==> src/sfft_regs.vh <==
// constants for the flag-timing fifo: geometry, register map, timing
`ifndef SFFT_REGS_VH
`define SFFT_REGS_VH

// geometry
`define SFFT_WIDTH          9
`define SFFT_DEPTH          64
`define SFFT_AW             6
`define SFFT_CW             7
`define SFFT_DEPTH_CNT      7'h40

// register byte addresses
`define SFFT_ADDR_AE_OFFSET 4'h0
`define SFFT_ADDR_AF_OFFSET 4'h4
`define SFFT_ADDR_STATUS    4'h8

// register reset values
`define SFFT_AE_OFFSET_RST  7'h07
`define SFFT_AF_OFFSET_RST  7'h07

// status field positions
`define SFFT_ST_COUNT_LSB   0
`define SFFT_ST_EMPTY_N     8
`define SFFT_ST_FULL_N      9
`define SFFT_ST_AEMPTY_N    10
`define SFFT_ST_AFULL_N     11
`define SFFT_ST_SECOND_EN   12

// axi responses
`define SFFT_RESP_OKAY      2'h0
`define SFFT_RESP_SLVERR    2'h2

// timing
`define SFFT_CLOCK_PERIOD_NS     10
`define SFFT_SKEW_PRIMARY_NS     5
`define SFFT_SKEW_SECONDARY_NS   15
`define SFFT_SKEW_PRIMARY_CYC    \
    ((`SFFT_SKEW_PRIMARY_NS + `SFFT_CLOCK_PERIOD_NS - 1) / `SFFT_CLOCK_PERIOD_NS)
`define SFFT_SKEW_SECONDARY_CYC  \
    ((`SFFT_SKEW_SECONDARY_NS + `SFFT_CLOCK_PERIOD_NS - 1) / `SFFT_CLOCK_PERIOD_NS)

`endif

==> src/sfft_fifo.v <==
// parameterised storage fifo with valid/ready on both sides
`timescale 1ns/1ps
module sfft_fifo #(
    parameter WIDTH = 9,
    parameter DEPTH = 64,
    parameter AW    = 6
) (
    // clock and reset
    input  wire             aclk,
    input  wire             aresetn,
    // fill side
    input  wire             in_valid,
    output wire             in_ready,
    input  wire [WIDTH-1:0] in_data,
    // drain side
    output wire             out_valid,
    input  wire             out_ready,
    output wire [WIDTH-1:0] out_data,
    // occupancy
    output wire [AW:0]      count
);

reg [WIDTH-1:0] mem [0:DEPTH-1];
reg [AW-1:0]    wr_ptr_reg;
reg [AW-1:0]    rd_ptr_reg;
reg [AW:0]      count_reg;
wire            push;
wire            pop;

////////////////////////////////////////////////////////////////////////////////
assign in_ready  = (count_reg != DEPTH[AW:0]);
assign out_valid = (count_reg != {(AW+1){1'b0}});
assign push      = in_valid & in_ready;
assign pop       = out_valid & out_ready;
assign out_data  = mem[rd_ptr_reg];
assign count     = count_reg;

always @(posedge aclk) begin
    if (push) begin
        mem[wr_ptr_reg] <= in_data;
    end
end

// pointers wrap naturally since depth is a power of two
always @(posedge aclk) begin
    if (!aresetn) begin
        wr_ptr_reg <= {AW{1'b0}};
        rd_ptr_reg <= {AW{1'b0}};
        count_reg  <= {(AW+1){1'b0}};
    end else begin
        if (push) begin
            wr_ptr_reg <= wr_ptr_reg + {{(AW-1){1'b0}}, 1'b1};
        end
        if (pop) begin
            rd_ptr_reg <= rd_ptr_reg + {{(AW-1){1'b0}}, 1'b1};
        end
        if (push && !pop) begin
            count_reg <= count_reg + {{AW{1'b0}}, 1'b1};
        end else if (pop && !push) begin
            count_reg <= count_reg - {{AW{1'b0}}, 1'b1};
        end
    end
end

endmodule

==> src/sfft_top.v <==
// synchronous fifo with active-low flags, offset registers and axi4-lite access
//
// Summary of operation
// - full flag releases one clock after the freeing read, never the same edge.
// - empty flag releases one clock after the first write, never the same edge.
// - clocks keep running through reset; nothing needs the clock stopped.
// - write-enable/load pin level during reset picks second enable or load role.
// - after reset data outputs are low when enabled, released when disabled.
// - first word appears on outputs the cycle after empty flag rises.
// - first-word latency at empty boundary is one or two clock periods.
// - almost-empty flag releases one clock late, which covers the primary skew but not the secondary.
// - read leaving offset minus one words drives almost-empty flag low.
// - write reaching depth minus offset plus one drives almost-full low.
// - almost-full flag releases one clock late, which covers the primary skew but not the secondary.
// - almost-full threshold is storage depth minus the almost-full offset.
// - primary skew minimum is five, six or ten nanoseconds by grade.
// - secondary skew minimum is fifteen or eighteen nanoseconds by grade.
//
// Our own choices: the register addresses and the AXI4-Lite register port.
`timescale 1ns/1ps
`include "sfft_regs.vh"
module sfft_top (
    // clock and reset
    input  wire                   aclk,
    input  wire                   aresetn,
    // axi4-lite write address
    input  wire                   s_axi_awvalid,
    output wire                   s_axi_awready,
    input  wire [3:0]             s_axi_awaddr,
    // axi4-lite write data
    input  wire                   s_axi_wvalid,
    output wire                   s_axi_wready,
    input  wire [31:0]            s_axi_wdata,
    input  wire [3:0]             s_axi_wstrb,
    // axi4-lite write response
    output wire                   s_axi_bvalid,
    input  wire                   s_axi_bready,
    output wire [1:0]             s_axi_bresp,
    // axi4-lite read address
    input  wire                   s_axi_arvalid,
    output wire                   s_axi_arready,
    input  wire [3:0]             s_axi_araddr,
    // axi4-lite read data
    output wire                   s_axi_rvalid,
    input  wire                   s_axi_rready,
    output wire [31:0]            s_axi_rdata,
    output wire [1:0]             s_axi_rresp,
    // write port
    input  wire                   write_enable_primary_n,
    input  wire                   write_enable_or_offset_load,
    input  wire [`SFFT_WIDTH-1:0] data_in,
    // read port
    input  wire                   read_enable_primary_n,
    input  wire                   read_enable_secondary_n,
    input  wire                   output_enable_n,
    output wire [`SFFT_WIDTH-1:0] data_out,
    output wire                   data_out_oe_n,
    // flags
    output wire                   empty_flag_n,
    output wire                   full_flag_n,
    output wire                   almost_empty_flag_n,
    output wire                   almost_full_flag_n
);

reg                    second_enable_mode_reg;
reg                    load_sel_reg;
reg  [`SFFT_CW-1:0]    ae_offset_reg;
reg  [`SFFT_CW-1:0]    af_offset_reg;
reg                    empty_n_reg;
reg                    full_n_reg;
reg                    aempty_n_reg;
reg                    afull_n_reg;
reg                    empty_n_next;
reg                    full_n_next;
reg                    aempty_n_next;
reg                    afull_n_next;
reg  [`SFFT_WIDTH-1:0] data_out_reg;
reg                    oe_n_reg;
reg                    aw_held_reg;
reg  [3:0]             aw_addr_reg;
reg                    w_held_reg;
reg  [31:0]            w_data_reg;
reg  [3:0]             w_strb_reg;
reg                    bvalid_reg;
reg  [1:0]             bresp_reg;
reg                    rvalid_reg;
reg  [31:0]            rdata_reg;
reg  [1:0]             rresp_reg;
reg  [31:0]            rdata_next;
reg  [1:0]             rresp_next;
wire                   fifo_in_ready;
wire                   fifo_out_valid;
wire [`SFFT_WIDTH-1:0] fifo_out_data;
wire [`SFFT_CW-1:0]    count;
wire                   write_req;
wire                   load_req;
wire                   write_fire;
wire                   read_fire;
wire [`SFFT_CW-1:0]    count_after;
wire [`SFFT_CW-1:0]    af_threshold;
wire                   reg_write;
wire [31:0]            status_word;

////////////////////////////////////////////////////////////////////////////////
// port qualification

// load cycles never reach storage
assign write_req  = !write_enable_primary_n & write_enable_or_offset_load;
assign load_req   = !write_enable_primary_n & !write_enable_or_offset_load
                    & !second_enable_mode_reg;
assign write_fire = write_req & full_n_reg & fifo_in_ready;
assign read_fire  = !read_enable_primary_n & !read_enable_secondary_n
                    & empty_n_reg & fifo_out_valid;

sfft_fifo #(
    .WIDTH (`SFFT_WIDTH),
    .DEPTH (`SFFT_DEPTH),
    .AW    (`SFFT_AW)
) sfft_fifo_i (
    .aclk      (aclk),
    .aresetn   (aresetn),
    .in_valid  (write_fire),
    .in_ready  (fifo_in_ready),
    .in_data   (data_in),
    .out_valid (fifo_out_valid),
    .out_ready (read_fire),
    .out_data  (fifo_out_data),
    .count     (count)
);

////////////////////////////////////////////////////////////////////////////////
// role of the dual-purpose pin, caught while reset is held

// sampled on every clock of reset, so a running clock is fine
always @(posedge aclk) begin
    if (!aresetn) begin
        second_enable_mode_reg <= write_enable_or_offset_load;
    end
end

////////////////////////////////////////////////////////////////////////////////
// flags

assign count_after  = count + {{(`SFFT_CW-1){1'b0}}, write_fire}
                            - {{(`SFFT_CW-1){1'b0}}, read_fire};
assign af_threshold = `SFFT_DEPTH_CNT - af_offset_reg;

// assertion is immediate, release waits for the stored count to settle:
// a fixed one-clock lag covers the primary skew minimum; the secondary one needs two clocks at this rate
always @* begin
    empty_n_next  = 1'b0;
    full_n_next   = 1'b0;
    aempty_n_next = 1'b0;
    afull_n_next  = 1'b0;
    if (count_after != {`SFFT_CW{1'b0}}) begin
        empty_n_next = (count != {`SFFT_CW{1'b0}});
    end
    if (count_after != `SFFT_DEPTH_CNT) begin
        full_n_next = (count != `SFFT_DEPTH_CNT);
    end
    if (count_after >= ae_offset_reg) begin
        aempty_n_next = (count >= ae_offset_reg);
    end
    if (count_after <= af_threshold) begin
        afull_n_next = (count <= af_threshold);
    end
end

always @(posedge aclk) begin
    if (!aresetn) begin
        empty_n_reg  <= 1'b0;
        full_n_reg   <= 1'b1;
        aempty_n_reg <= 1'b0;
        afull_n_reg  <= 1'b1;
    end else begin
        empty_n_reg  <= empty_n_next;
        full_n_reg   <= full_n_next;
        aempty_n_reg <= aempty_n_next;
        afull_n_reg  <= afull_n_next;
    end
end

assign empty_flag_n        = empty_n_reg;
assign full_flag_n         = full_n_reg;
assign almost_empty_flag_n = aempty_n_reg;
assign almost_full_flag_n  = afull_n_reg;

////////////////////////////////////////////////////////////////////////////////
// read data path

// reads gated by the registered empty flag, so the first word leaves
// exactly one clock after the flag rises
always @(posedge aclk) begin
    if (!aresetn) begin
        data_out_reg <= {`SFFT_WIDTH{1'b0}};
        oe_n_reg     <= 1'b1;
    end else begin
        oe_n_reg <= output_enable_n;
        if (read_fire) begin
            data_out_reg <= fifo_out_data;
        end
    end
end

assign data_out      = data_out_reg;
assign data_out_oe_n = oe_n_reg;

////////////////////////////////////////////////////////////////////////////////
// axi4-lite slave

assign s_axi_awready = !aw_held_reg;
assign s_axi_wready  = !w_held_reg;
assign s_axi_bvalid  = bvalid_reg;
assign s_axi_bresp   = bresp_reg;
assign s_axi_arready = !rvalid_reg;
assign s_axi_rvalid  = rvalid_reg;
assign s_axi_rdata   = rdata_reg;
assign s_axi_rresp   = rresp_reg;
assign reg_write     = aw_held_reg & w_held_reg & !bvalid_reg;

always @(posedge aclk) begin
    if (!aresetn) begin
        aw_held_reg <= 1'b0;
        aw_addr_reg <= 4'h0;
        w_held_reg  <= 1'b0;
        w_data_reg  <= 32'h0000_0000;
        w_strb_reg  <= 4'h0;
        bvalid_reg  <= 1'b0;
        bresp_reg   <= `SFFT_RESP_OKAY;
    end else begin
        if (s_axi_awvalid && !aw_held_reg) begin
            aw_held_reg <= 1'b1;
            aw_addr_reg <= s_axi_awaddr;
        end
        if (s_axi_wvalid && !w_held_reg) begin
            w_held_reg <= 1'b1;
            w_data_reg <= s_axi_wdata;
            w_strb_reg <= s_axi_wstrb;
        end
        if (reg_write) begin
            bvalid_reg  <= 1'b1;
            aw_held_reg <= 1'b0;
            w_held_reg  <= 1'b0;
            if (aw_addr_reg == `SFFT_ADDR_AE_OFFSET || aw_addr_reg == `SFFT_ADDR_AF_OFFSET) begin
                bresp_reg <= `SFFT_RESP_OKAY;
            end else begin
                bresp_reg <= `SFFT_RESP_SLVERR;
            end
        end else if (bvalid_reg && s_axi_bready) begin
            bvalid_reg <= 1'b0;
        end
    end
end

// offsets: bus write wins over a pin load in the same cycle
always @(posedge aclk) begin
    if (!aresetn) begin
        ae_offset_reg <= `SFFT_AE_OFFSET_RST;
        af_offset_reg <= `SFFT_AF_OFFSET_RST;
        load_sel_reg  <= 1'b0;
    end else if (reg_write && w_strb_reg[0]) begin
        if (aw_addr_reg == `SFFT_ADDR_AE_OFFSET) begin
            ae_offset_reg <= w_data_reg[`SFFT_CW-1:0];
        end else if (aw_addr_reg == `SFFT_ADDR_AF_OFFSET) begin
            af_offset_reg <= w_data_reg[`SFFT_CW-1:0];
        end
    end else if (load_req) begin
        // alternate loads: almost-empty offset first, then almost-full
        load_sel_reg <= !load_sel_reg;
        if (load_sel_reg) begin
            af_offset_reg <= data_in[`SFFT_CW-1:0];
        end else begin
            ae_offset_reg <= data_in[`SFFT_CW-1:0];
        end
    end
end

assign status_word = {19'h0_0000,
                      second_enable_mode_reg,
                      afull_n_reg,
                      aempty_n_reg,
                      full_n_reg,
                      empty_n_reg,
                      1'b0,
                      count};

always @* begin
    rdata_next = 32'h0000_0000;
    rresp_next = `SFFT_RESP_OKAY;
    case (s_axi_araddr)
        `SFFT_ADDR_AE_OFFSET: begin
            rdata_next = {25'h000_0000, ae_offset_reg};
        end
        `SFFT_ADDR_AF_OFFSET: begin
            rdata_next = {25'h000_0000, af_offset_reg};
        end
        `SFFT_ADDR_STATUS: begin
            rdata_next = status_word;
        end
        default: begin
            rresp_next = `SFFT_RESP_SLVERR;
        end
    endcase
end

always @(posedge aclk) begin
    if (!aresetn) begin
        rvalid_reg <= 1'b0;
        rdata_reg  <= 32'h0000_0000;
        rresp_reg  <= `SFFT_RESP_OKAY;
    end else if (s_axi_arvalid && !rvalid_reg) begin
        rvalid_reg <= 1'b1;
        rdata_reg  <= rdata_next;
        rresp_reg  <= rresp_next;
    end else if (rvalid_reg && s_axi_rready) begin
        rvalid_reg <= 1'b0;
    end
end

endmodule

==> config.mk <==
export PLATFORM = sky130hd
export DESIGN_NAME = sfft_top
export DESIGN_NICKNAME = d
export VERILOG_FILES = /design/src/sfft_fifo.v /design/src/sfft_top.v
export VERILOG_INCLUDE_DIRS = /design/src /design/src/src
export SDC_FILE = /design/constraint.sdc
export NUM_CORES = 1
export LEC_CHECK = 0
export BUFFER_PORTS_ARGS = -buffer_cell sky130_fd_sc_hd__buf_2
export CORE_AREA = 2 2 237 239
export CTS_CLUSTER_SIZE = 20
export DETAILED_ROUTE_END_ITERATION = 8
export DIE_AREA = 0 0 239 241
export PLACE_DENSITY = 0.75
export SLEW_MARGIN = 20
export SYNTH_ARGS = -nofsm -noshare
export SYNTH_HDL_FRONTEND = slang
export SYNTH_HIERARCHICAL = 1
export SYNTH_SLANG_ARGS = --single-unit
==> constraint.sdc <==
create_clock -name aclk -period 4.7 [get_ports aclk]
set_clock_uncertainty 0.15 [all_clocks]
set_input_delay 0.235 -clock aclk [delete_from_list [all_inputs] [get_ports aclk]]
set_output_delay 0.235 -clock aclk [all_outputs]
set_load 0.02 [all_outputs]
==> metrics.md <==
| Metric | Value |
|---|---|
| Status | complete, no violations |
| DRC errors left | 0 |
| CP max stage cell | or4_4 |
| Yosys synthesis warning count | 6 |
| XOR/XNOR Fraction of Synth Area | 0.705% |
| Final GP Congestion | 0.911 |
| Most common cell after layout, fill and taps aside | edfxtp_1 |
| Simple-gate share of the synthesized area | 6.23% |
| Final min period | 4.49 ns |
| Main combinational cell family by area after synthesis | multiplexers |
| PwrDens | approximately 450 nW/µm² |
| Slew margin rel. | 31.0% |
| Max Slew Vio Count | 0 |
| Clk pwr share | 36.7% |
| Most frequent cells in the layout | 577 x edfxtp_1, 123 x mux4_2, 121 x nor2_1, 80 x dfxtp_1, 77 x nand2_1 |
| Die area | ~58000 µm² |
| Grt ovf | 0 |
| Via count | 15300 |
| Final hold violations | 0 |
| Signal arrival time at the worst endpoint | 4.87 ns |
| Vias in the first global route | 15300 |
| DPL Wire Length | 39.6 mm |
| CP peak stage delay | 0.55 ns |
| Die extent in y | 241 µm |
| WP data required | 5.08 ns |
| Worst setup path category | flip-flop to flip-flop |
| Htree depth | 3 |
| Clk sinks | 661 |
| Post-Route WL | between 60 and 70 mm |
| RSZ-0062 raised after global routing | no |
| Yosys cell types | between 70 and 80 |
| Pre-Repair DR Iteration Count | 6 |
| Cells on worst reg2reg path | 19 |
| Port Buffers | slightly below 70 |
| CP Launch Type | flip-flop |
| Drt initial violations | 1566 |
| Final #Nets | 1876 |
| Least-Margin Pin Slew | about 1.0 ns |
| Total GRT Usage | 21.8% |
| Final-report setup violation count | 0 |
| NetSw | roughly 3600 µW |
| Wirelength per Cell | 24.5 µm |
| Total Neg Setup Slack | 0 ns |
| PnR Total Power | 14000 µW |
| Die Width | 239 µm |
| Post-synth EDFFs | 577 |
| Design Area, Final | 30800 µm² |
| Seq pwr share | 47.0% |
| Hold path depth | 5 |
| Area grow syn2layout | 12.7% |
| WHS | 0.0361 ns |
| Post-synthesis sequential area ratio | between 60% and 70% |
| Post-synth ARST share | 0% |
| First-pass GRT wire length | 93.2 mm |
| Core area | 54900 µm² |
| Flops & latches, synth | 661 |
| Max FO, Critical Path | 4 |
| Combinational Power Share | 16.3% |
| Drt via density | 6.07 |
| Num rows | 86 |
| Adder-cell area share of the yosys netlist | 2.24% |
| CP cell instances | or4_4 -> or4_1 -> nand3_2 -> clkinv_2 -> ha_1 -> inv_1 -> ha_2 -> inv_1 -> fa_2 -> nand2b_1 -> a21oi_2 -> or3_2 -> and2_1 -> ha_1 -> and3_1 -> nand3_1 -> a2bb2oi_1 -> maj3_1 -> a31oi_1 |
| Fmax | 223 MHz |
| Post-route ant nets | 0 |
| Max rail drop VDD | 415 µV |
| R2r setup slk | 0.21 ns |
| Initial Util | roughly 50% |
| Clock buffer depth | 3 |
| CTS Buf Count | 67 |
| Final worst slack | 0.209 ns |
| Antenna violations before repair | 1 |
| Max FFs per register | 576 |
| Part of the cycle the worst path needs | between 90% and 100% |
| Worst-path clk slew | 0.06 ns |
| Max_cap viols | 0 |
| CTS tree | yes |
| Tightest Hold Check Type | primary input to flip-flop |
| Post-synthesis mux area share | 13.3% |
| Placed inst area | 28400 µm² |
| Post-Syn Area | 27300 µm² |
| Place WS | 0.0576 ns |
| Latest clock arrival within the worst-skew pair | about 0.60 ns |
| Leak | 0.0101 µW |
| Crit. End Element | flip-flop |
| CTS root buffer | clkbuf_16 |
| Mapped Cells | around 1600 |
| Sw Share | 25.6% |
| Internal power | 10400 µW |
| Avg Cell Area, Syn | around 17 µm² |
| Largest net degree at the start of global routing | 65 |
| I/O Pins | 120 |
| Synth Flop Type | edfxtp_1 |
| Synth Area in Compound Gates | 5.24% |
| Layout cells sized above 1 | 20.8% |
| ANT cells | 0 |
critical path: cells and delay by family, from the launching register on:
kind / cells / cell delay (ns)
AO/OA/AOI/OAI: 3 / 0.39
flip-flops: 1 / 0.31
adder cells (fa/ha/maj): 5 / 1.30
AND/OR/NAND/NOR: 8 / 2.11
buffers and inverters: 3 / 0.18
logic make-up after synthesis:
kind of cell,Yosys count
buffers and inverters,141
AO/OA/AOI/OAI,207
XOR/XNOR,22
multiplexers,207
AND/OR/NAND/NOR,351
adder cells (fa/ha/maj),48
flip-flops,661
other,1
power groups by stage:
stage	sequential (µW)	combinational [µW]	clock [µW]
6_report	6560	2280	5120
4_1_cts	6560	2210	5200
5_1_grt	6570	2530	5430
3_5_place_dp	6680	2180	0
3_3_place_gp	6670	2110	0
2_1_floorplan	6710	1550	0
metal layers:
| layer | GRT usage [%] | share of wire (%) |
|---|---|---|
| met4 | 8.03 | 3.1 |
| met3 | 4.37 | 7.9 |
| met2 | 34.1 | 47 |
| met1 | 30.5 | 42 |
| met5 | 0 | 0 |
path summary, 6_finish.rpt:
check	start	to
min	write_enable_primary_n	load_sel_reg
max	sfft_fifo_i/count[2]	almost_full_flag_n
max reg2reg	sfft_fifo_i/count[2]	almost_full_flag_n
min reg2reg	s_axi_rdata[9]	s_axi_rdata[9]
layout make-up:
cell class / instances / area (µm²)
clock buffers: 97 / 1900
clock inverters: 25 / 209
fillers: 4095 / 24100
inverters: 41 / 155
multi-input cells: 857 / 7690
flip-flops and latches: 661 / 19000
well taps: 704 / 881
repair buffers: 136 / 943
per-stage QoR:
step / util (%) / cells
after global routing: 56.1 / 2521
after global placement: 51.8 / 2375
after CTS: 56.0 / 2518
after floorplan: - / 1659
after detailed placement: 51.8 / 2375
final: 56.1 / 2521
synthesized netlist by cell type, types with 9 or more instances:
cell	instances	area share, %
a211oi_1	23	0.63
a21oi_1	50	0.92
a22o_1	10	0.32
a22oi_1	24	0.66
and2_1	17	0.39
buf_2	23	0.42
buf_4	34	0.93
clkbuf_1	34	0.47
dfxtp_1	84	6.2
edfxtp_1	577	63
ha_1	45	2.1
inv_1	39	0.54
mux2_2	18	0.74
mux2i_1	65	2.4
mux4_2	123	10
nand2_1	77	1.1
nand2b_1	9	0.21
nand3_1	29	0.53
nor2_1	122	1.7
nor2b_1	36	0.82
nor3_1	20	0.37
o21ai_0	30	0.55
xnor2_1	15	0.48
repair_timing:
action                                  4_1_cts  5_1_grt
hold endpoints to repair                     29       13
hold buffers                                 21        1
endpoints found under the setup margin        0        2
gates resized for setup                       0        6
setup buffers                                 0        1
No activity file was read; power rests on OpenSTA's default activity.
